### src/serial_err_pkg.sv
// Constants, register map and field layout of the serial error and interrupt block
package serial_err_pkg;

  // Register bus
  localparam int          ADDR_W        = 4;
  localparam int          DATA_W        = 16;
  localparam logic [3:0]  OFS_CTRL      = 4'h0;
  localparam logic [3:0]  OFS_BAUD      = 4'h1;
  localparam logic [3:0]  OFS_TXBUF     = 4'h2;
  localparam logic [3:0]  OFS_RXBUF     = 4'h3;
  localparam logic [3:0]  OFS_IRQ_STAT  = 4'h4;
  localparam logic [3:0]  OFS_IRQ_CLR   = 4'h5;
  localparam logic [3:0]  OFS_IRQ_EN    = 4'h6;
  localparam logic [3:0]  OFS_AB_CTRL   = 4'h7;
  localparam logic [3:0]  OFS_AB_STAT   = 4'h8;

  // Control register fields
  localparam int          MODE_LSB      = 0;
  localparam int          MODE_W        = 3;
  localparam int          ODD_BIT       = 3;
  localparam int          FEN_BIT       = 4;
  localparam int          PEN_BIT       = 5;
  localparam int          OEN_BIT       = 6;
  localparam int          SYNC_BIT      = 7;
  localparam int          FE_BIT        = 8;
  localparam int          PE_BIT        = 9;
  localparam int          OE_BIT        = 10;
  localparam int          TXFULL_BIT    = 11;
  localparam int          RXFULL_BIT    = 12;
  localparam logic [7:0]  CTRL_RST      = 8'h00;

  // Baud reload register
  localparam int          BAUD_W        = 13;
  localparam logic [12:0] BAUD_RST      = 13'h0000;

  // Frame data width
  localparam int          FRAME_W       = 9;

  // Interrupt bit positions
  localparam int          IRQ_TXBUF     = 0;
  localparam int          IRQ_TX        = 1;
  localparam int          IRQ_RX        = 2;
  localparam int          IRQ_ERR       = 3;
  localparam int          IRQ_ABST      = 4;
  localparam int          IRQ_ABDET     = 5;
  localparam int          IRQ_N         = 6;
  localparam int          IRQ_PULSE_CYC = 2;

  // Autobaud control and status bits
  localparam int          AB_EN_BIT     = 0;
  localparam int          AB_DETEN_BIT  = 1;
  localparam int          AB_STEN_BIT   = 2;
  localparam int          AB_FCDET_BIT  = 3;
  localparam int          AB_CTRL_W     = 4;
  localparam int          AB_BUSY_BIT   = 0;
  localparam int          AB_FIRST_BIT  = 1;
  localparam int          AB_DONE_BIT   = 2;

  // Frame mode patterns
  localparam logic [2:0]  MODE_7_PAR    = 3'h3;
  localparam logic [2:0]  MODE_8_PAR    = 3'h7;
  localparam logic [2:0]  MODE_8_NOPAR  = 3'h1;

  // Detected format codes
  localparam logic [2:0]  FMT_7_EVEN    = 3'h0;
  localparam logic [2:0]  FMT_7_ODD     = 3'h1;
  localparam logic [2:0]  FMT_8_EVEN    = 3'h2;
  localparam logic [2:0]  FMT_8_ODD     = 3'h3;
  localparam logic [2:0]  FMT_8_NOPAR   = 3'h4;

  // Detectable rate steps, divide factor of each against the divided rate clock
  localparam int          RATE_N        = 9;
  localparam int          RATE_DIV [RATE_N] = '{48, 96, 192, 288, 576, 1152, 2304, 4608, 9216};
  localparam int          RELOAD_GRAIN  = 16;

endpackage

### src/serial_err_irq.sv
// Error detection, interrupt lines and autobaud write-back of the serial channel
//
// How it works
// - Successful autobaud overwrites mode field, odd bit and 13-bit baud reload.
// - Format codes map to mode 011/111/001 with odd bit per parity.
// - Rate steps zero to eight load reload 2,5,11,17,35,71,143,287,575.
// - Error line pulses in the same cycle as the receive line.
// - Async, framing check on, low stop bit: set framing flag, error interrupt.
// - Async parity modes, parity check on, mismatch: set parity flag, error.
// - Overrun check on, unread previous character: set overrun flag, error.
// - All six interrupt lines pulse for two clock periods.
// - Error flags stay set until software clears them.
// - Transmit-buffer interrupt pulses when holding data moves to the shifter.
// - Transmit interrupt before last async bit, after last sync bit.
// - Receive interrupt pulses when a frame enters the receive buffer.
// - Holding buffer accepts writes while the previous word shifts out.
// - Autobaud start interrupt on each start bit while enable, detect and start enables are set and detection is active.
// - Autobaud found after second character, and first when enabled.
// - Rate steps are divided clock over factors 48 up to 9216.
`timescale 1ns/10ps
`default_nettype none
module serial_err_irq
  import serial_err_pkg::*;
#(
  parameter int PULSE_LEN = IRQ_PULSE_CYC
) (
  input  wire logic               clk_sys,
  input  wire logic               sys_rst,
  input  wire logic [ADDR_W-1:0]  reg_addr,
  input  wire logic [DATA_W-1:0]  reg_wdata,
  input  wire logic               reg_wr,
  input  wire logic               reg_rd,
  output var  logic [DATA_W-1:0]  reg_rdata_ff,
  input  wire logic               rxd,
  input  wire logic               rx_frame_done,
  input  wire logic [FRAME_W-1:0] rx_frame_data,
  input  wire logic               rx_stop_ok,
  input  wire logic               rx_parity_ok,
  input  wire logic               tx_shift_take,
  input  wire logic               tx_last_bit_async,
  input  wire logic               tx_frame_end_sync,
  input  wire logic               ab_first_char,
  input  wire logic               ab_done,
  input  wire logic [2:0]         ab_format,
  input  wire logic [3:0]         ab_rate,
  output var  logic               tx_shift_load_ff,
  output var  logic [FRAME_W-1:0] tx_shift_data_ff,
  output var  logic [MODE_W-1:0]  frame_mode_ff,
  output var  logic               odd_parity_ff,
  output var  logic               sync_mode_ff,
  output var  logic [BAUD_W-1:0]  baud_reload_ff,
  output var  logic               autobaud_active_ff,
  output wire logic               tx_buffer_irq,
  output wire logic               transmit_done_irq,
  output wire logic               receive_irq_line,
  output wire logic               error_irq_line,
  output wire logic               autobaud_start_irq,
  output wire logic               autobaud_found_irq,
  output var  logic               irq_ff
);

  if (PULSE_LEN < 1) begin : g_bad_len
    $error("serial_err_irq: PULSE_LEN must be at least 1");
  end

  // Control and status state
  logic                 framing_check_enable_ff;
  logic                 parity_check_enable_ff;
  logic                 overrun_check_enable_ff;
  logic                 framing_error_flag_ff;
  logic                 parity_error_flag_ff;
  logic                 overrun_error_flag_ff;
  logic [FRAME_W-1:0]   tx_holding_buffer_ff;
  logic                 tx_full_ff;
  logic [FRAME_W-1:0]   rx_holding_buffer_ff;
  logic                 rx_full_ff;
  logic [IRQ_N-1:0]     irq_stat_ff;
  logic [IRQ_N-1:0]     irq_en_ff;
  logic [AB_CTRL_W-1:0] ab_ctrl_ff;
  logic                 ab_first_seen_ff;
  logic                 ab_done_seen_ff;
  logic                 rxd_meta_ff;
  logic                 rxd_sync_ff;
  logic                 rxd_prev_ff;

  // Decoded bus strobes
  logic wr_ctrl;
  logic wr_baud;
  logic wr_txbuf;
  logic rd_rxbuf;
  logic wr_irq_clr;
  logic wr_irq_en;
  logic wr_ab_ctrl;

  assign wr_ctrl    = reg_wr && (reg_addr == OFS_CTRL);
  assign wr_baud    = reg_wr && (reg_addr == OFS_BAUD);
  assign wr_txbuf   = reg_wr && (reg_addr == OFS_TXBUF);
  assign rd_rxbuf   = reg_rd && (reg_addr == OFS_RXBUF);
  assign wr_irq_clr = reg_wr && (reg_addr == OFS_IRQ_CLR);
  assign wr_irq_en  = reg_wr && (reg_addr == OFS_IRQ_EN);
  assign wr_ab_ctrl = reg_wr && (reg_addr == OFS_AB_CTRL);

  // Autobaud enables
  logic ab_en;
  logic ab_det_en;
  logic ab_st_en;
  logic ab_fc_en;

  assign ab_en     = ab_ctrl_ff[AB_EN_BIT];
  assign ab_det_en = ab_ctrl_ff[AB_DETEN_BIT];
  assign ab_st_en  = ab_ctrl_ff[AB_STEN_BIT];
  assign ab_fc_en  = ab_ctrl_ff[AB_FCDET_BIT];

  // Autobaud result decode
  logic             ab_fmt_ok;
  logic             ab_rate_ok;
  logic             ab_apply;
  logic [2:0]       ab_mode;
  logic             ab_odd;
  logic [BAUD_W-1:0] ab_reload;

  assign ab_fmt_ok  = (ab_format <= FMT_8_NOPAR);
  assign ab_rate_ok = (32'(ab_rate) < RATE_N);
  assign ab_apply   = ab_done && ab_en && ab_det_en && ab_fmt_ok && ab_rate_ok;

  always_comb begin
    ab_mode = MODE_8_NOPAR;
    ab_odd  = 1'b0;
    case (ab_format)
      FMT_7_EVEN: begin
        ab_mode = MODE_7_PAR;
      end
      FMT_7_ODD: begin
        ab_mode = MODE_7_PAR;
        ab_odd  = 1'b1;
      end
      FMT_8_EVEN: begin
        ab_mode = MODE_8_PAR;
      end
      FMT_8_ODD: begin
        ab_mode = MODE_8_PAR;
        ab_odd  = 1'b1;
      end
      default: begin
        ab_mode = MODE_8_NOPAR;
      end
    endcase
  end

  // Reload follows the divide factor of the detected step
  always_comb begin
    ab_reload = BAUD_RST;
    for (int i = 0; i < RATE_N; i++) begin
      if (32'(ab_rate) == i) begin
        ab_reload = BAUD_W'(RATE_DIV[i] / RELOAD_GRAIN - 1);
      end
    end
  end

  // Receive-side error detection
  logic has_parity;
  logic fe_evt;
  logic pe_evt;
  logic oe_evt;
  logic err_evt;

  assign has_parity = (frame_mode_ff == MODE_7_PAR) || (frame_mode_ff == MODE_8_PAR);
  assign fe_evt     = rx_frame_done && framing_check_enable_ff && !sync_mode_ff && !rx_stop_ok;
  assign pe_evt     = rx_frame_done && parity_check_enable_ff && !sync_mode_ff && has_parity
                      && !rx_parity_ok;
  assign oe_evt     = rx_frame_done && overrun_check_enable_ff && rx_full_ff && !rd_rxbuf;
  assign err_evt    = fe_evt || pe_evt || oe_evt;

  // Interrupt events
  logic             rxd_fall;
  logic             txbuf_evt;
  logic [IRQ_N-1:0] evt;

  assign rxd_fall  = rxd_prev_ff && !rxd_sync_ff;
  assign txbuf_evt = tx_full_ff && tx_shift_take;

  always_comb begin
    evt            = '0;
    evt[IRQ_TXBUF] = txbuf_evt;
    evt[IRQ_TX]    = sync_mode_ff ? tx_frame_end_sync : tx_last_bit_async;
    evt[IRQ_RX]    = rx_frame_done;
    evt[IRQ_ERR]   = err_evt;
    evt[IRQ_ABST]  = ab_en && ab_det_en && ab_st_en && autobaud_active_ff && rxd_fall;
    evt[IRQ_ABDET] = ab_en && (ab_apply || (ab_first_char && ab_fc_en));
  end

  // Six output lines, same latency for every source
  logic [IRQ_N-1:0] irq_line;

  for (genvar g = 0; g < IRQ_N; g++) begin : g_line
    pulse_stretch #(
      .LEN      (PULSE_LEN)
    ) u_stretch (
      .clk_sys  (clk_sys),
      .sys_rst  (sys_rst),
      .trig     (evt[g]),
      .pulse_ff (irq_line[g])
    );
  end

  assign tx_buffer_irq      = irq_line[IRQ_TXBUF];
  assign transmit_done_irq  = irq_line[IRQ_TX];
  assign receive_irq_line   = irq_line[IRQ_RX];
  assign error_irq_line     = irq_line[IRQ_ERR];
  assign autobaud_start_irq = irq_line[IRQ_ABST];
  assign autobaud_found_irq = irq_line[IRQ_ABDET];

  // Receive line synchroniser and edge history
  always_ff @(posedge clk_sys or posedge sys_rst) begin
    if (sys_rst) begin
      rxd_meta_ff <= 1'b1;
      rxd_sync_ff <= 1'b1;
      rxd_prev_ff <= 1'b1;
    end else begin
      rxd_meta_ff <= rxd;
      rxd_sync_ff <= rxd_meta_ff;
      rxd_prev_ff <= rxd_sync_ff;
    end
  end

  // Frame mode and odd select: autobaud result wins over a software write
  always_ff @(posedge clk_sys or posedge sys_rst) begin
    if (sys_rst) begin
      frame_mode_ff <= CTRL_RST[MODE_LSB +: MODE_W];
      odd_parity_ff <= CTRL_RST[ODD_BIT];
    end else if (ab_apply) begin
      frame_mode_ff <= ab_mode;
      odd_parity_ff <= ab_odd;
    end else if (wr_ctrl) begin
      frame_mode_ff <= reg_wdata[MODE_LSB +: MODE_W];
      odd_parity_ff <= reg_wdata[ODD_BIT];
    end
  end

  // Check enables and mode select
  always_ff @(posedge clk_sys or posedge sys_rst) begin
    if (sys_rst) begin
      framing_check_enable_ff <= CTRL_RST[FEN_BIT];
      parity_check_enable_ff  <= CTRL_RST[PEN_BIT];
      overrun_check_enable_ff <= CTRL_RST[OEN_BIT];
      sync_mode_ff            <= CTRL_RST[SYNC_BIT];
    end else if (wr_ctrl) begin
      framing_check_enable_ff <= reg_wdata[FEN_BIT];
      parity_check_enable_ff  <= reg_wdata[PEN_BIT];
      overrun_check_enable_ff <= reg_wdata[OEN_BIT];
      sync_mode_ff            <= reg_wdata[SYNC_BIT];
    end
  end

  // Sticky error flags; software writes zero to clear, a new error wins
  always_ff @(posedge clk_sys or posedge sys_rst) begin
    if (sys_rst) begin
      framing_error_flag_ff <= 1'b0;
      parity_error_flag_ff  <= 1'b0;
      overrun_error_flag_ff <= 1'b0;
    end else begin
      if (fe_evt) begin
        framing_error_flag_ff <= 1'b1;
      end else if (wr_ctrl && !reg_wdata[FE_BIT]) begin
        framing_error_flag_ff <= 1'b0;
      end
      if (pe_evt) begin
        parity_error_flag_ff <= 1'b1;
      end else if (wr_ctrl && !reg_wdata[PE_BIT]) begin
        parity_error_flag_ff <= 1'b0;
      end
      if (oe_evt) begin
        overrun_error_flag_ff <= 1'b1;
      end else if (wr_ctrl && !reg_wdata[OE_BIT]) begin
        overrun_error_flag_ff <= 1'b0;
      end
    end
  end

  // Baud reload register
  always_ff @(posedge clk_sys or posedge sys_rst) begin
    if (sys_rst) begin
      baud_reload_ff <= BAUD_RST;
    end else if (ab_apply) begin
      baud_reload_ff <= ab_reload;
    end else if (wr_baud) begin
      baud_reload_ff <= reg_wdata[BAUD_W-1:0];
    end
  end

  // Transmit holding buffer; a write while full replaces the pending word
  always_ff @(posedge clk_sys or posedge sys_rst) begin
    if (sys_rst) begin
      tx_holding_buffer_ff <= '0;
      tx_full_ff           <= 1'b0;
    end else if (wr_txbuf) begin
      tx_holding_buffer_ff <= reg_wdata[FRAME_W-1:0];
      tx_full_ff           <= 1'b1;
    end else if (txbuf_evt) begin
      tx_full_ff           <= 1'b0;
    end
  end

  // Hand-off to the shifter
  always_ff @(posedge clk_sys or posedge sys_rst) begin
    if (sys_rst) begin
      tx_shift_load_ff <= 1'b0;
      tx_shift_data_ff <= '0;
    end else begin
      tx_shift_load_ff <= txbuf_evt;
      if (txbuf_evt) begin
        tx_shift_data_ff <= tx_holding_buffer_ff;
      end
    end
  end

  // Receive holding buffer; a new frame wins over a read in the same cycle
  always_ff @(posedge clk_sys or posedge sys_rst) begin
    if (sys_rst) begin
      rx_holding_buffer_ff <= '0;
      rx_full_ff           <= 1'b0;
    end else if (rx_frame_done) begin
      rx_holding_buffer_ff <= rx_frame_data;
      rx_full_ff           <= 1'b1;
    end else if (rd_rxbuf) begin
      rx_full_ff           <= 1'b0;
    end
  end

  // Sticky interrupt status, enable and level output
  always_ff @(posedge clk_sys or posedge sys_rst) begin
    if (sys_rst) begin
      irq_stat_ff <= '0;
    end else begin
      irq_stat_ff <= evt | (irq_stat_ff & ~({IRQ_N{wr_irq_clr}} & reg_wdata[IRQ_N-1:0]));
    end
  end

  always_ff @(posedge clk_sys or posedge sys_rst) begin
    if (sys_rst) begin
      irq_en_ff <= '0;
    end else if (wr_irq_en) begin
      irq_en_ff <= reg_wdata[IRQ_N-1:0];
    end
  end

  always_ff @(posedge clk_sys or posedge sys_rst) begin
    if (sys_rst) begin
      irq_ff <= 1'b0;
    end else begin
      irq_ff <= |(irq_stat_ff & irq_en_ff);
    end
  end

  // Autobaud control and progress
  always_ff @(posedge clk_sys or posedge sys_rst) begin
    if (sys_rst) begin
      ab_ctrl_ff <= '0;
    end else if (wr_ab_ctrl) begin
      ab_ctrl_ff <= reg_wdata[AB_CTRL_W-1:0];
    end
  end

  // Detection runs from enabling until a result is applied
  always_ff @(posedge clk_sys or posedge sys_rst) begin
    if (sys_rst) begin
      autobaud_active_ff <= 1'b0;
      ab_first_seen_ff   <= 1'b0;
      ab_done_seen_ff    <= 1'b0;
    end else if (wr_ab_ctrl) begin
      autobaud_active_ff <= reg_wdata[AB_EN_BIT] && reg_wdata[AB_DETEN_BIT];
      ab_first_seen_ff   <= 1'b0;
      ab_done_seen_ff    <= 1'b0;
    end else begin
      if (ab_apply) begin
        autobaud_active_ff <= 1'b0;
        ab_done_seen_ff    <= 1'b1;
      end
      if (ab_en && ab_first_char) begin
        ab_first_seen_ff <= 1'b1;
      end
    end
  end

  // Read data stand only in the cycle after the strobe
  logic [DATA_W-1:0] rd_mux;

  always_comb begin
    rd_mux = '0;
    unique case (reg_addr)
      OFS_CTRL: begin
        rd_mux[MODE_LSB +: MODE_W] = frame_mode_ff;
        rd_mux[ODD_BIT]            = odd_parity_ff;
        rd_mux[FEN_BIT]            = framing_check_enable_ff;
        rd_mux[PEN_BIT]            = parity_check_enable_ff;
        rd_mux[OEN_BIT]            = overrun_check_enable_ff;
        rd_mux[SYNC_BIT]           = sync_mode_ff;
        rd_mux[FE_BIT]             = framing_error_flag_ff;
        rd_mux[PE_BIT]             = parity_error_flag_ff;
        rd_mux[OE_BIT]             = overrun_error_flag_ff;
        rd_mux[TXFULL_BIT]         = tx_full_ff;
        rd_mux[RXFULL_BIT]         = rx_full_ff;
      end
      OFS_BAUD: begin
        rd_mux[BAUD_W-1:0] = baud_reload_ff;
      end
      OFS_RXBUF: begin
        rd_mux[FRAME_W-1:0] = rx_holding_buffer_ff;
      end
      OFS_IRQ_STAT: begin
        rd_mux[IRQ_N-1:0] = irq_stat_ff;
      end
      OFS_IRQ_EN: begin
        rd_mux[IRQ_N-1:0] = irq_en_ff;
      end
      OFS_AB_CTRL: begin
        rd_mux[AB_CTRL_W-1:0] = ab_ctrl_ff;
      end
      OFS_AB_STAT: begin
        rd_mux[AB_BUSY_BIT]  = autobaud_active_ff;
        rd_mux[AB_FIRST_BIT] = ab_first_seen_ff;
        rd_mux[AB_DONE_BIT]  = ab_done_seen_ff;
      end
      default: begin
        rd_mux = '0;
      end
    endcase
  end

  always_ff @(posedge clk_sys or posedge sys_rst) begin
    if (sys_rst) begin
      reg_rdata_ff <= '0;
    end else if (reg_rd) begin
      reg_rdata_ff <= rd_mux;
    end else begin
      reg_rdata_ff <= '0;
    end
  end

endmodule
`default_nettype wire

### src/pulse_stretch.sv
// Stretches a one-cycle trigger into an output pulse of fixed length
`timescale 1ns/10ps
`default_nettype none
module pulse_stretch #(
  parameter int LEN = 2
) (
  input  wire logic clk_sys,
  input  wire logic sys_rst,
  input  wire logic trig,
  output var  logic pulse_ff
);
  localparam int CW = $clog2(LEN + 1);

  logic [CW-1:0] cnt_ff;

  if (LEN < 1) begin : g_bad_len
    $error("pulse_stretch: LEN must be at least 1");
  end

  always_ff @(posedge clk_sys or posedge sys_rst) begin
    if (sys_rst) begin
      cnt_ff   <= '0;
      pulse_ff <= 1'b0;
    end else if (trig) begin
      cnt_ff   <= CW'(LEN - 1);
      pulse_ff <= 1'b1;
    end else if (cnt_ff != '0) begin
      cnt_ff   <= cnt_ff - 1'b1;
      pulse_ff <= 1'b1;
    end else begin
      pulse_ff <= 1'b0;
    end
  end
endmodule
`default_nettype wire

### config.mk
export PLATFORM = sky130hd
export DESIGN_NAME = serial_err_irq
export DESIGN_NICKNAME = d
export VERILOG_FILES = /design/src/serial_err_pkg.sv /design/src/serial_err_irq.sv /design/src/pulse_stretch.sv
export SDC_FILE = /design/constraint.sdc
export NUM_CORES = 1
export LEC_CHECK = 0
export ABC_AREA = 1
export BUFFER_PORTS_ARGS = -buffer_cell sky130_fd_sc_hd__buf_2
export CAP_MARGIN = 10
export CORE_ASPECT_RATIO = 0.9
export CORE_MARGIN = 1
export CORE_UTILIZATION = 55
export DETAILED_ROUTE_END_ITERATION = 10
export PLACE_DENSITY = 0.77
export SLEW_MARGIN = 40
export SYNTH_ARGS = -nofsm -noshare
export SYNTH_HDL_FRONTEND = slang
export SYNTH_SLANG_ARGS = --single-unit
export TNS_END_PERCENT = 100
### constraint.sdc
create_clock -name clk_sys -period 4.3 [get_ports clk_sys]
set_input_delay 0.86 -clock clk_sys [delete_from_list [all_inputs] [get_ports clk_sys]]
set_output_delay 0.86 -clock clk_sys [all_outputs]
set_load 0.02 [all_outputs]
==> results of run 1 <==
[cells in the mapped netlist, drive strengths merged, types with 3 or more instances]
library cell | count | share of area (%)
nand2 | 238 | 19
dfrtp | 105 | 53
inv | 60 | 4.5
nor2 | 48 | 5.4
o21ai | 39 | 4.0
nand3 | 38 | 4.0
a21oi | 23 | 2.3
buf | 7 | 1.2
nand4 | 7 | 0.88
ha | 6 | 1.5
clkbuf | 4 | 0.30
dfstp | 3 | 1.6
xor2 | 3 | 0.53
[path summary, 6_finish.rpt]
path | cells past startpoint | to | start
worst max-delay path | 1 | frame_mode_ff[1] | frame_mode_ff[1]$_DFFE_PP0P_
worst min-delay path | 0 | rxd_sync_ff$_DFF_PP1_ | rxd_meta_ff$_DFF_PP1_
worst max register to register | 6 | baud_reload_ff[4]$_DFFE_PP0P_ | ab_ctrl_ff[0]$_DFFE_PP0P_
worst min register to register | 0 | rxd_sync_ff$_DFF_PP1_ | rxd_meta_ff$_DFF_PP1_
max in group asynchronous | 3 | rxd_prev_ff$_DFF_PP1_ | sys_rst
min in group asynchronous | 2 | g_line[0].u_stretch.cnt_ff[1]$_DFFE_PP0P_ | sys_rst
[cell families (layout without fill, tap and decap cells)]
logic type / after synthesis / after routing
AO/OA/AOI/OAI: 68 / 68
XOR/XNOR: 3 / 3
adder cells (fa/ha/maj): 6 / 6
buffers and inverters: 72 / 173
flip-flops: 108 / 108
multiplexers: 2 / 2
other: 1 / 3
AND/OR/NAND/NOR: 335 / 335
[power by group through the flow]
stage	clock network (W)	registers (W)	logic (W)
6_report	0.000699	0.00143	0.000803
3_5_place_dp	0	0.00144	0.000810
5_1_grt	0.000747	0.00145	0.000920
2_1_floorplan	0	0.00153	0.000426
4_1_cts	0.000702	0.00142	0.000811
3_3_place_gp	0	0.00143	0.000763
[sequential cells by signal, indices dropped and copies added (netlist names), 6 cells and up]
register	cells
reg_rdata_ff	13
irq_en_ff	6
baud_reload_ff	13
rx_holding_buffer_ff	9
irq_stat_ff	6
g_line.u_stretch.cnt_ff	12
tx_shift_data_ff	9
tx_holding_buffer_ff	9
g_line.u_stretch.pulse_ff	6
[area by class of cell]
class	count	area, µm²	area share (%)
multi-input combinational	417	1990	34.4
sequential	108	2710	46.8
inverter	61	231	4.00
clock buffer	11	141	2.44
clock inverter	5	82.6	1.43
timing repair buffer	96	485	8.39
tap	119	149	2.57
[metal layers]
metal  vias to the layer above  GRT usage, %  wire length (µm)  part of all wire, %
li1                       2066             -                 -                    -
met3                        18          5.43               863                  7.1
met4                         0          8.93               202                  1.7
met5                         -             0                 0                    0
met1                      2029          39.5              5530                   46
met2                       169          42.7              5550                   46
[worst reg2reg max path, delay by kind of cell (launching register included)]
family	cells	cell delay [ps]
AO/OA/AOI/OAI	1	230
AND/OR/NAND/NOR	4	690
flip-flops	1	460
buffers and inverters	1	80
[through the flow]
step	hold WS (ps)	setup WS (ps)	cell area [µm²]	util, %	power, W
after global placement	346	2120	5560	64.0	0.00219
final	363	2410	5790	66.6	0.00293
after global routing	372	2330	5790	66.6	0.00312
after detailed placement	351	2050	5560	64.0	0.00225
after CTS	366	2420	5790	66.6	0.00293
after floorplan	345	599	5000	-	0.00196
==> flow_summary.html, run 1 <==
<table>
<tr><th>Metric</th><th>Value</th></tr>
<tr><th colspan="2">Power</th></tr>
<tr><td>Sw Ratio</td><td>35.0%</td></tr>
<tr><td>Internal power</td><td>0.00190 W</td></tr>
<tr><td>P per Cell Area</td><td>506 nW/µm²</td></tr>
<tr><td>Clock power share</td><td>23.9%</td></tr>
<tr><td>Static Leakage</td><td>3.19 nW</td></tr>
<tr><td>Worst vdd rail ir drop</td><td>0.217 mV</td></tr>
<tr><td>Share of total power in sequential cells</td><td>48.7%</td></tr>
<tr><td>Switching pwr</td><td>0.00102 W</td></tr>
<tr><td>Combinational group share of total power</td><td>27.4%</td></tr>
<tr><th colspan="2">Clock network</th></tr>
<tr><td>TritonCTS clock tree</td><td>done</td></tr>
<tr><td>Post-cts gate resize count</td><td>0</td></tr>
<tr><td>Clock sink count</td><td>108</td></tr>
<tr><td>Post-CTS setup buffer count</td><td>0</td></tr>
<tr><td>Skew-Pair Late Insertion Delay</td><td>380 ps</td></tr>
<tr><td>Clock transition at path regs</td><td>100 ps</td></tr>
<tr><td>Quantity of hold-fixing buffers added after cts</td><td>0</td></tr>
<tr><td>Htree depth</td><td>3</td></tr>
<tr><td>Clock tree root buffer cell</td><td>sky130_fd_sc_hd__clkbuf_8</td></tr>
<tr><td>Deepest clock path buffer count</td><td>2</td></tr>
<tr><td>Number of clock buffers inserted by TritonCTS</td><td>9</td></tr>
<tr><th colspan="2">Synthesis</th></tr>
<tr><td>Cell variety after synth</td><td>34</td></tr>
<tr><td>Share of the synthesized netlist area taken by xor and xnor gates</td><td>0.526%</td></tr>
<tr><td>Netlist Area Pre-Place</td><td>5000 µm²</td></tr>
<tr><td>Post-synthesis mux area share</td><td>0.451%</td></tr>
<tr><td>Yosys warns</td><td>0</td></tr>
<tr><td>Share of synthesized flip-flops with an asynchronous set or reset</td><td>100%</td></tr>
<tr><td>Post-synthesis sequential area ratio</td><td>54.2%</td></tr>
<tr><td>Most used DFF post-synth</td><td>sky130_fd_sc_hd__dfrtp_1</td></tr>
<tr><td>Cells after Synth</td><td>595</td></tr>
<tr><td>Average size of a mapped cell</td><td>8.40 µm²</td></tr>
<tr><td>Post-synth EDFFs</td><td>0</td></tr>
<tr><td>Flip-flop and latch count after synthesis</td><td>108</td></tr>
<tr><td>Synth Area in Compound Gates</td><td>7.24%</td></tr>
<tr><td>Simple-gate share of the synthesized area</td><td>29.9%</td></tr>
<tr><td>Adder-cell share of the synthesized area</td><td>1.50%</td></tr>
<tr><td>Combinational family with the most area after synthesis</td><td>simple AND/OR/NAND/NOR gates</td></tr>
<tr><th colspan="2">GRT</th></tr>
<tr><td>Number of global-route vias before repair</td><td>4051</td></tr>
<tr><td>Tot GR Track Use</td><td>27.8%</td></tr>
<tr><td>First-pass GRT wire length</td><td>19.8 mm</td></tr>
<tr><td>Global route overflow</td><td>0</td></tr>
<tr><td>Pin count of the biggest net entering global routing</td><td>52</td></tr>
<tr><td>Initial antenna violation count</td><td>0</td></tr>
<tr><th colspan="2">Detailed routing</th></tr>
<tr><td>DR pass1 iterations</td><td>5</td></tr>
<tr><td>Routed via count divided by cell count</td><td>5.24</td></tr>
<tr><td>Number of DRC violations after detailed-routing iteration 0</td><td>287</td></tr>
<tr><td>Wirelength, routed</td><td>12.1 mm</td></tr>
<tr><td>Overall via count from detail_route</td><td>4282</td></tr>
<tr><td>Remaining antenna violation count after routing</td><td>0</td></tr>
<tr><td>Routed WL per cell</td><td>14.9 µm</td></tr>
<tr><td>Count of unresolved DRC violations after routing</td><td>0</td></tr>
<tr><th colspan="2">Worst setup path</th></tr>
<tr><td>Buffer and inverter count on the worst path</td><td>1</td></tr>
<tr><td>Arrival time worst endpoint</td><td>1030 ps</td></tr>
<tr><td>Crit-path max cell delay</td><td>450 ps</td></tr>
<tr><td>WP data required</td><td>3440 ps</td></tr>
<tr><td>Startpoint-to-endpoint class of the critical path</td><td>reg2out</td></tr>
<tr><td>Nature of the critical path endpoint</td><td>output pin</td></tr>
<tr><td>CP max-delay cell</td><td>sky130_fd_sc_hd__dfrtp_1</td></tr>
<tr><td>Critical path fanouts, max</td><td>4</td></tr>
<tr><td>CP Cell Sequence</td><td>buf_2</td></tr>
<tr><td>Crit path launch type</td><td>register</td></tr>
<tr><td>Reg-to-reg setup timing slack</td><td>2770 ps</td></tr>
<tr><td>Crit-path leading delay family</td><td>flip-flops</td></tr>
<tr><th colspan="2">Die</th></tr>
<tr><td>Initial Util</td><td>57.5%</td></tr>
<tr><td>Overall die height</td><td>92.4 µm</td></tr>
<tr><td>IO Count</td><td>101</td></tr>
<tr><td>Std-Cell Rows</td><td>32</td></tr>
<tr><td>Core Region</td><td>8690 µm²</td></tr>
<tr><td>Die area</td><td>9470 µm²</td></tr>
<tr><td>Chip Width</td><td>102 µm</td></tr>
<tr><th colspan="2">STA</th></tr>
<tr><td>Fraction of the cycle the final worst path needs</td><td>44.0%</td></tr>
<tr><td>Fin Clk Skew</td><td>12.6 ps</td></tr>
<tr><td>Final setup fails</td><td>0</td></tr>
<tr><td>Minimum clock period after layout</td><td>1890 ps</td></tr>
<tr><td>Fin Setup TNS</td><td>0 ps</td></tr>
<tr><td>Final slew viol count</td><td>0</td></tr>
<tr><td>Final hold violations</td><td>0</td></tr>
<tr><td>Highest Clock Rate</td><td>529 MHz</td></tr>
<tr><td>Pin slew with the least headroom to its limit</td><td>637 ps</td></tr>
<tr><td>Slew headroom</td><td>57.5%</td></tr>
<tr><td>Unrepaired setup endpoints after global routing</td><td>no</td></tr>
<tr><th colspan="2">Placement</th></tr>
<tr><td># placed instances</td><td>801</td></tr>
<tr><td>Placed wire-length estimate after detailed placement</td><td>9.17 mm</td></tr>
<tr><td>Final Wtd Congestion</td><td>0.891</td></tr>
<tr><td>Number of I/O port buffers</td><td>94</td></tr>
<tr><th colspan="2">Final layout</th></tr>
<tr><td>Area growth from synthesis to final layout</td><td>15.9%</td></tr>
<tr><td>Most common cell after layout, fill and taps aside</td><td>sky130_fd_sc_hd__nand2_1</td></tr>
<tr><td>Antenna diode count</td><td>0</td></tr>
<tr><td>Most frequent cells in the layout</td><td>228 x sky130_fd_sc_hd__nand2_1, 105 x sky130_fd_sc_hd__dfrtp_1, 94 x sky130_fd_sc_hd__buf_2</td></tr>
<tr><td>Proportion of layout cells with a drive suffix above 1</td><td>21.5%</td></tr>
<tr><td>Number of filler cells placed in the layout</td><td>755</td></tr>
<tr><td>Count of nets after finishing</td><td>748</td></tr>
<tr><td>Non-filler cells in the finished layout</td><td>817</td></tr>
<tr><th colspan="2">Run status</th></tr>
<tr><td>Result of the run</td><td>completed</td></tr>
<tr><th colspan="2">Hold path</th></tr>
<tr><td>Hold Crit Class</td><td>reg2reg</td></tr>
<tr><th colspan="2">Job</th></tr>
<tr><td>Number of max-cap violations</td><td>0</td></tr>
</table>
No activity file was read; power rests on OpenSTA's default activity.
==> run 2: changes to the inputs <==
==> constraint.sdc (replaced) <==
create_clock -name clk_sys -period 1.8 [get_ports clk_sys]
set_input_delay 0.36 -clock clk_sys [delete_from_list [all_inputs] [get_ports clk_sys]]
set_output_delay 0.36 -clock clk_sys [all_outputs]
set_load 0.02 [all_outputs]
==> flow_summary.html, run 2 (synthesis gave the netlist of run 1 again) <==
<table>
<tr><th>Metric</th><th>Value</th></tr>
<tr><th colspan="2">GRT</th></tr>
<tr><td>Global route overflow</td><td>0 (unchanged)</td></tr>
<tr><td>First-pass GRT wire length</td><td>19.7 mm (-0.56%)</td></tr>
<tr><td>Pin count of the biggest net entering global routing</td><td>80 (+54%)</td></tr>
<tr><td>Tot GR Track Use</td><td>27.7% (-0.031 points)</td></tr>
<tr><td>Initial antenna violation count</td><td>0 (unchanged)</td></tr>
<tr><td>Number of global-route vias before repair</td><td>4034 (-0.42%)</td></tr>
<tr><th colspan="2">STA</th></tr>
<tr><td>Fin Clk Skew</td><td>13.6 ps (+1.00 ps)</td></tr>
<tr><td>Minimum clock period after layout</td><td>1520 ps</td></tr>
<tr><td>Final setup fails</td><td>0 (unchanged)</td></tr>
<tr><td>Fin Setup TNS</td><td>0 ps (unchanged)</td></tr>
<tr><td>Unrepaired setup endpoints after global routing</td><td>no</td></tr>
<tr><td>Final slew viol count</td><td>0 (unchanged)</td></tr>
<tr><td>Highest Clock Rate</td><td>659 MHz</td></tr>
<tr><td>Final hold violations</td><td>0 (unchanged)</td></tr>
<tr><td>Fraction of the cycle the final worst path needs</td><td>84.3%</td></tr>
<tr><th colspan="2">Final layout</th></tr>
<tr><td>Non-filler cells in the finished layout</td><td>822 (+0.61%)</td></tr>
<tr><td>Proportion of layout cells with a drive suffix above 1</td><td>22.2% (+0.70 points)</td></tr>
<tr><td>Most common cell after layout, fill and taps aside</td><td>sky130_fd_sc_hd__nand2_1</td></tr>
<tr><td>Largest registers</td><td>baud_reload_ff x13, reg_rdata_ff x13, g_line.u_stretch.cnt_ff x12</td></tr>
<tr><td>Most frequent cells in the layout</td><td>228 x sky130_fd_sc_hd__nand2_1, 105 x sky130_fd_sc_hd__dfrtp_1, 94 x sky130_fd_sc_hd__buf_2</td></tr>
<tr><td>Area growth from synthesis to final layout</td><td>16.0%</td></tr>
<tr><td>Count of nets after finishing</td><td>754 (+0.80%)</td></tr>
<tr><td>Antenna diode count</td><td>0 (unchanged)</td></tr>
<tr><th colspan="2">Clock network</th></tr>
<tr><td>Skew-Pair Late Insertion Delay</td><td>370 ps (about the same)</td></tr>
<tr><td>Clock tree root buffer cell</td><td>sky130_fd_sc_hd__clkbuf_8</td></tr>
<tr><td>Htree depth</td><td>3 (unchanged)</td></tr>
<tr><td>Post-cts gate resize count</td><td>0 (unchanged)</td></tr>
<tr><td>Clock transition at path regs</td><td>110 ps (about the same)</td></tr>
<tr><td>Quantity of hold-fixing buffers added after cts</td><td>0 (unchanged)</td></tr>
<tr><td>Clock sink count</td><td>108 (unchanged)</td></tr>
<tr><td>Number of clock buffers inserted by TritonCTS</td><td>9 (unchanged)</td></tr>
<tr><td>Post-CTS setup buffer count</td><td>0 (unchanged)</td></tr>
<tr><td>Deepest clock path buffer count</td><td>2 (unchanged)</td></tr>
<tr><td>TritonCTS clock tree</td><td>done</td></tr>
<tr><th colspan="2">Worst setup path</th></tr>
<tr><td>Startpoint-to-endpoint class of the critical path</td><td>reg2reg</td></tr>
<tr><td>Origin of the worst setup path</td><td>ab_ctrl_ff[0]$_DFFE_PP0P_</td></tr>
<tr><td>WP data required</td><td>2060 ps (-1380 ps)</td></tr>
<tr><td>Crit path launch type</td><td>register</td></tr>
<tr><td>Critical path fanouts, max</td><td>9 (+5)</td></tr>
<tr><td>Arrival time worst endpoint</td><td>1780 ps (+750 ps)</td></tr>
<tr><td>Nature of the critical path endpoint</td><td>register</td></tr>
<tr><td>Origin of the critical flop-to-flop path</td><td>ab_ctrl_ff[0]$_DFFE_PP0P_</td></tr>
<tr><th colspan="2">Die</th></tr>
<tr><td>Overall die height</td><td>92.4 µm (unchanged)</td></tr>
<tr><td>Core Region</td><td>8690 µm² (unchanged)</td></tr>
<tr><td>Chip Width</td><td>102 µm (unchanged)</td></tr>
<tr><td>Die area</td><td>9470 µm² (unchanged)</td></tr>
<tr><td>Initial Util</td><td>57.5% (unchanged)</td></tr>
<tr><td>Std-Cell Rows</td><td>32 (unchanged)</td></tr>
<tr><td>IO Count</td><td>101 (unchanged)</td></tr>
<tr><th colspan="2">Placement</th></tr>
<tr><td>Final Wtd Congestion</td><td>0.939 (+5.4%)</td></tr>
<tr><td># placed instances</td><td>807 (+0.75%)</td></tr>
<tr><td>Number of I/O port buffers</td><td>94 (unchanged)</td></tr>
<tr><td>Placed wire-length estimate after detailed placement</td><td>9.15 mm (-0.17%)</td></tr>
<tr><th colspan="2">Run status</th></tr>
<tr><td>Result of the run</td><td>completed</td></tr>
<tr><th colspan="2">Power</th></tr>
<tr><td>Worst vdd rail ir drop</td><td>0.614 mV (+180%)</td></tr>
<tr><td>P per Cell Area</td><td>1150 nW/µm² (+130%)</td></tr>
<tr><td>Static Leakage</td><td>3.19 nW (about the same)</td></tr>
<tr><th colspan="2">Detailed routing</th></tr>
<tr><td>Routed WL per cell</td><td>14.7 µm (-1.3%)</td></tr>
<tr><td>Count of unresolved DRC violations after routing</td><td>0 (unchanged)</td></tr>
<tr><td>Overall via count from detail_route</td><td>4298 (+0.37%)</td></tr>
<tr><td>Wirelength, routed</td><td>12.1 mm (-0.65%)</td></tr>
<tr><td>Routed via count divided by cell count</td><td>5.23 (-0.24%)</td></tr>
<tr><td>Remaining antenna violation count after routing</td><td>0 (unchanged)</td></tr>
<tr><td>DR pass1 iterations</td><td>5 (unchanged)</td></tr>
<tr><td>Number of DRC violations after detailed-routing iteration 0</td><td>271 (-5.6%)</td></tr>
<tr><th colspan="2">Job</th></tr>
<tr><td>Number of max-cap violations</td><td>0 (unchanged)</td></tr>
<tr><th colspan="2">Hold path</th></tr>
<tr><td>Start point of the worst hold path</td><td>rxd</td></tr>
<tr><td>Hold Crit Class</td><td>in2reg</td></tr>
</table>
## run 2: routing by layer
layer / track usage [%] / vias up / wire, µm / part of all wire (%)
met5: 0 / - / 0 / 0
met3: 5.81 / 16 / 924 / 7.7
li1: - / 2085 / - / -
met1: 38.3 / 2017 / 5300 / 44
met4: 8.45 / 0 / 215 / 1.8
met2: 43.9 / 180 / 5630 / 47
## run 2: layout make-up
| cell class | count | area (µm²) |
|---|---|---|
| inverters | 61 | 233 |
| well taps | 119 | 149 |
| fillers | 755 | 2890 |
| flip-flops and latches | 108 | 2710 |
| multi-input cells | 417 | 1990 |
| clock inverters | 6 | 48.8 |
| repair buffers | 102 | 543 |
| clock buffers | 9 | 124 |
## run 2: final timing paths
kind	endpoint	slack (ps)	depth (start not counted)
min in group asynchronous	g_line[1].u_stretch.pulse_ff$_DFF_PP0_	110	3
worst min register to register	rxd_sync_ff$_DFF_PP1_	360	0
worst max-delay path	frame_mode_ff[0]$_DFFE_PP0P_	280	7
max in group asynchronous	rxd_meta_ff$_DFF_PP1_	1340	3
worst max register to register	frame_mode_ff[0]$_DFFE_PP0P_	280	7
worst min-delay path	rxd_meta_ff$_DFF_PP1_	80	1
## run 2: per-stage QoR
step / hold slack (ps) / total power (W) / setup slack (ps) / area (µm²) / util [%]
finish: 80.7 / 0.00668 / 283 / 5800 / 66.7
detailed placement: 348 / 0.00536 / 239 / 5620 / 64.7
global route: 75.7 / 0.00712 / 194 / 5800 / 66.7
floorplan: 345 / 0.00468 / 141 / 5010 / -
CTS: 70.1 / 0.00671 / 290 / 5800 / 66.7
global placement: 346 / 0.00525 / 259 / 5620 / 64.7
## run 2: power by group
part | switching, W | internal, W
sequential | 0.000383 | 0.00301
clock | 0.000849 | 0.000511
combinational | 0.00122 | 0.000715
total | 0.00245 | 0.00423
## run 2: worst max-delay path, stage by stage, from the launching register on
cell	delay [ps]
sky130_fd_sc_hd__dfrtp_1	450
sky130_fd_sc_hd__nand3_2	140
sky130_fd_sc_hd__inv_1	80
sky130_fd_sc_hd__nand2_1	110
sky130_fd_sc_hd__nor2_4	320
sky130_fd_sc_hd__nor2_1	150
sky130_fd_sc_hd__nand2_1	90
sky130_fd_sc_hd__nand2_1	60
==> run 3: changes to the inputs <==
--- a/config.mk
+++ b/config.mk
@@ -10,9 +10,9 @@
 export CAP_MARGIN = 10
 export CORE_ASPECT_RATIO = 0.9
 export CORE_MARGIN = 1
-export CORE_UTILIZATION = 55
+export CORE_UTILIZATION = 50
 export DETAILED_ROUTE_END_ITERATION = 10
-export PLACE_DENSITY = 0.77
+export PLACE_DENSITY = 0.74
 export SLEW_MARGIN = 40
 export SYNTH_ARGS = -nofsm -noshare
 export SYNTH_HDL_FRONTEND = slang
==> constraint.sdc (replaced) <==
create_clock -name clk_sys -period 1.2 [get_ports clk_sys]
set_input_delay 0.24 -clock clk_sys [delete_from_list [all_inputs] [get_ports clk_sys]]
set_output_delay 0.24 -clock clk_sys [all_outputs]
set_load 0.02 [all_outputs]
==> flow_summary.html, run 3 (synthesis gave the netlist of run 1 again) <==
<table>
<tr><th>Metric</th><th>Value</th></tr>
<tr><th colspan="2">Final layout</th></tr>
<tr><td>Most common cell after layout, fill and taps aside</td><td>sky130_fd_sc_hd__nand2_1</td></tr>
<tr><td>Area growth from synthesis to final layout</td><td>34.4%</td></tr>
<tr><td>Post-route cell area</td><td>6720 µm² (+16%)</td></tr>
<tr><td>Largest registers</td><td>baud_reload_ff x13, reg_rdata_ff x13, g_line.u_stretch.cnt_ff x12</td></tr>
<tr><td>Number of filler cells placed in the layout</td><td>773 (+2.4%)</td></tr>
<tr><td>Count of nets after finishing</td><td>824 (+9.3%)</td></tr>
<tr><td>Non-filler cells in the finished layout</td><td>900 (+9.5%)</td></tr>
<tr><td>Area occupied by registers</td><td>2710 µm² (unchanged)</td></tr>
<tr><td>Most frequent cells in the layout</td><td>215 x sky130_fd_sc_hd__nand2_1, 105 x sky130_fd_sc_hd__dfrtp_1, 77 x sky130_fd_sc_hd__buf_2</td></tr>
<tr><td>Multi-input gate area</td><td>2140 µm² (+7.4%)</td></tr>
<tr><td>Antenna diode count</td><td>0 (unchanged)</td></tr>
<tr><td>Proportion of layout cells with a drive suffix above 1</td><td>33.1% (+11 points)</td></tr>
<tr><th colspan="2">Clock network</th></tr>
<tr><td>Skew-Pair Late Insertion Delay</td><td>370 ps (about the same)</td></tr>
<tr><td>TritonCTS clock tree</td><td>done</td></tr>
<tr><td>Clock sink count</td><td>108 (unchanged)</td></tr>
<tr><td>Number of clock buffers inserted by TritonCTS</td><td>9 (unchanged)</td></tr>
<tr><td>Deepest clock path buffer count</td><td>2 (unchanged)</td></tr>
<tr><td>Htree depth</td><td>3 (unchanged)</td></tr>
<tr><td>Clock tree root buffer cell</td><td>sky130_fd_sc_hd__clkbuf_8</td></tr>
<tr><td>Clock transition at path regs</td><td>110 ps (about the same)</td></tr>
<tr><th colspan="2">STA</th></tr>
<tr><td>Final slew viol count</td><td>0 (unchanged)</td></tr>
<tr><td>Highest Clock Rate</td><td>782 MHz</td></tr>
<tr><td>Fin Setup TNS</td><td>-763 ps (-763 ps)</td></tr>
<tr><td>Fraction of the cycle the final worst path needs</td><td>107%</td></tr>
<tr><td>Fin Clk Skew</td><td>12.1 ps (-1.51 ps)</td></tr>
<tr><td>Final hold violations</td><td>0 (unchanged)</td></tr>
<tr><td>Minimum clock period after layout</td><td>1280 ps</td></tr>
<tr><td>Unrepaired setup endpoints after global routing</td><td>yes</td></tr>
<tr><td>Slack of the critical path</td><td>-79.0 ps (-362 ps)</td></tr>
<tr><td>Final setup fails</td><td>19 (+19)</td></tr>
<tr><th colspan="2">Run status</th></tr>
<tr><td>Result of the run</td><td>complete, but fails checks</td></tr>
<tr><td>Violations in the final reports</td><td>negative setup slack</td></tr>
<tr><th colspan="2">Detailed routing</th></tr>
<tr><td>Remaining antenna violation count after routing</td><td>0 (unchanged)</td></tr>
<tr><td>Count of unresolved DRC violations after routing</td><td>0 (unchanged)</td></tr>
<tr><td>Number of DRC violations after detailed-routing iteration 0</td><td>226 (-17%)</td></tr>
<tr><td>Wirelength, routed</td><td>13.5 mm (+12%)</td></tr>
<tr><td>DR pass1 iterations</td><td>5 (unchanged)</td></tr>
<tr><td>Routed via count divided by cell count</td><td>5.15 (-1.5%)</td></tr>
<tr><td>Overall via count from detail_route</td><td>4634 (+7.8%)</td></tr>
<tr><td>Routed WL per cell</td><td>15.0 µm (+2.1%)</td></tr>
<tr><th colspan="2">Worst setup path</th></tr>
<tr><td>CP Cell Sequence</td><td>buf_6, buf_6</td></tr>
<tr><td>Buffer and inverter count on the worst path</td><td>2 (+1)</td></tr>
<tr><td>Worst r2r path cells</td><td>8 (+1)</td></tr>
<tr><td>CP max-delay cell</td><td>sky130_fd_sc_hd__dfrtp_1</td></tr>
<tr><td>Critical path fanouts, max</td><td>2 (-7)</td></tr>
<tr><td>Arrival time worst endpoint</td><td>1040 ps (-740 ps)</td></tr>
<tr><td>WP data required</td><td>960 ps (-1100 ps)</td></tr>
<tr><td>Crit-path max cell delay</td><td>420 ps (-30 ps)</td></tr>
<tr><td>Crit path launch type</td><td>register</td></tr>
<tr><td>WP depth</td><td>2 (-5)</td></tr>
<tr><td>Reg-to-reg setup timing slack</td><td>-80 ps (-360 ps)</td></tr>
<tr><td>Startpoint-to-endpoint class of the critical path</td><td>reg2out</td></tr>
<tr><td>Nature of the critical path endpoint</td><td>output pin</td></tr>
<tr><td>Crit-path leading delay family</td><td>flip-flops</td></tr>
<tr><td>Origin of the critical flop-to-flop path</td><td>ab_ctrl_ff[0]$_DFFE_PP0P_</td></tr>
<tr><td>Worst reg2reg endpoint</td><td>baud_reload_ff[4]$_DFFE_PP0P_</td></tr>
<tr><td>Most repeated library cell on the critical path</td><td>sky130_fd_sc_hd__buf_6</td></tr>
<tr><th colspan="2">GRT</th></tr>
<tr><td>First-pass GRT wire length</td><td>21.6 mm (+9.4%)</td></tr>
<tr><td>Pin count of the biggest net entering global routing</td><td>46 (-43%)</td></tr>
<tr><td>Global route overflow</td><td>0 (unchanged)</td></tr>
<tr><td>Initial antenna violation count</td><td>0 (unchanged)</td></tr>
<tr><td>Number of global-route vias before repair</td><td>4481 (+11%)</td></tr>
<tr><td>Tot GR Track Use</td><td>26.9% (-0.80 points)</td></tr>
<tr><th colspan="2">Hold path</th></tr>
<tr><td>Hold Crit Class</td><td>in2reg</td></tr>
<tr><td>Capture endpoint of the worst hold path</td><td>rx_holding_buffer_ff[7]$_DFFE_PP0P_</td></tr>
<tr><td>Worst Hold Path Cells</td><td>3 (+2)</td></tr>
<tr><td>Start point of the worst hold path</td><td>rx_frame_data[7]</td></tr>
<tr><th colspan="2">Die</th></tr>
<tr><td>Die area</td><td>10400 µm² (+9.8%)</td></tr>
<tr><td>Chip Width</td><td>107 µm (+4.8%)</td></tr>
<tr><td>Overall die height</td><td>96.8 µm (+4.8%)</td></tr>
<tr><td>Core Region</td><td>9700 µm² (+12%)</td></tr>
<tr><td>Std-Cell Rows</td><td>34 (+6.3%)</td></tr>
<tr><td>IO Count</td><td>101 (unchanged)</td></tr>
<tr><td>Initial Util</td><td>51.5% (-6.0 points)</td></tr>
<tr><th colspan="2">Power</th></tr>
<tr><td>Static Leakage</td><td>3.63 nW (+14%)</td></tr>
<tr><td>Worst vdd rail ir drop</td><td>1.02 mV (+66%)</td></tr>
<tr><td>P per Cell Area</td><td>1730 nW/µm² (+50%)</td></tr>
<tr><th colspan="2">Placement</th></tr>
<tr><td>Placement Cell Area</td><td>6010 µm² (+6.8%)</td></tr>
<tr><td>Number of I/O port buffers</td><td>94 (unchanged)</td></tr>
<tr><td># placed instances</td><td>859 (+6.4%)</td></tr>
<tr><td>Placed wire-length estimate after detailed placement</td><td>9.76 mm (+6.7%)</td></tr>
<tr><td>Final Wtd Congestion</td><td>0.948 (+0.94%)</td></tr>
<tr><th colspan="2">Job</th></tr>
<tr><td>Number of max-cap violations</td><td>0 (unchanged)</td></tr>
</table>
-- run 3: timing repair --
item,CTS,global route
setup endpoints to repair,35,47
buffers inserted,18,6
pin swaps,10,14
hold endpoints to repair,13,0
hold buffers,2,0
gates resized for setup,22,62
gates cloned,1,0
-- run 3: final cells by class --
cell class	instances	area share (%)
multi-input cells	418	31.9
flip-flops and latches	108	40.3
clock buffers	11	1.96
repair buffers	171	18.5
well taps	126	2.35
clock inverters	5	1.60
inverters	61	3.46
-- run 3: stage by stage --
stage	worst slack (ps)	hold WS, ps	power (W)	utilization [%]
after global routing	-156	70.5	0.0123	69.2
after floorplan	-339	244	0.00702	-
final	-79.0	63.7	0.0116	69.2
after CTS	-66.4	60.9	0.0112	66.8
after global placement	-136	234	0.00804	61.9
after detailed placement	-283	239	0.00823	61.9
-- run 3: how the worst max path moves through the flow --
| stage | start | end | slack (ps) |
|---|---|---|---|
| after detailed placement | reg_addr[3] | irq_stat_ff[3]$_DFF_PP0_ | -280 |
| after floorplan | sys_rst | ab_ctrl_ff[0]$_DFFE_PP0P_ | -340 |
| after global routing | ab_ctrl_ff[0]$_DFFE_PP0P_ | baud_reload_ff[4]$_DFFE_PP0P_ | -160 |
| final | sync_mode_ff$_DFFE_PP0P_ | sync_mode_ff | -80 |
| after global placement | reg_addr[3] | irq_stat_ff[3]$_DFF_PP0_ | -140 |
| after CTS | sync_mode_ff$_DFFE_PP0P_ | sync_mode_ff | -70 |
-- run 3: power by group --
part	total (W)	switching, W	leakage, nW	internal (W)
combinational	0.00388	0.00214	2.19	0.00174
clock	0.00266	0.00125	0.119	0.00141
sequential	0.00511	0.000598	1.32	0.00451
-- run 3: per-layer routing --
metal,global-route usage (%),vias up,routed length (µm)
met2,41.6,210,6110
met5,0,-,0
li1,-,2210,-
met3,3.37,33,1090
met4,9.69,0,347
met1,39.1,2181,5940
-- run 3: worst register-to-register path, cell delays in order (launching register included) --
cell                      delay [ps]
sky130_fd_sc_hd__dfrtp_1         390
sky130_fd_sc_hd__nand3_2         130
sky130_fd_sc_hd__inv_2            70
sky130_fd_sc_hd__nand2_2          70
sky130_fd_sc_hd__nor2_4          170
sky130_fd_sc_hd__buf_12          140
sky130_fd_sc_hd__nor2_4           50
sky130_fd_sc_hd__nand2_1          70
sky130_fd_sc_hd__nand3_1          70
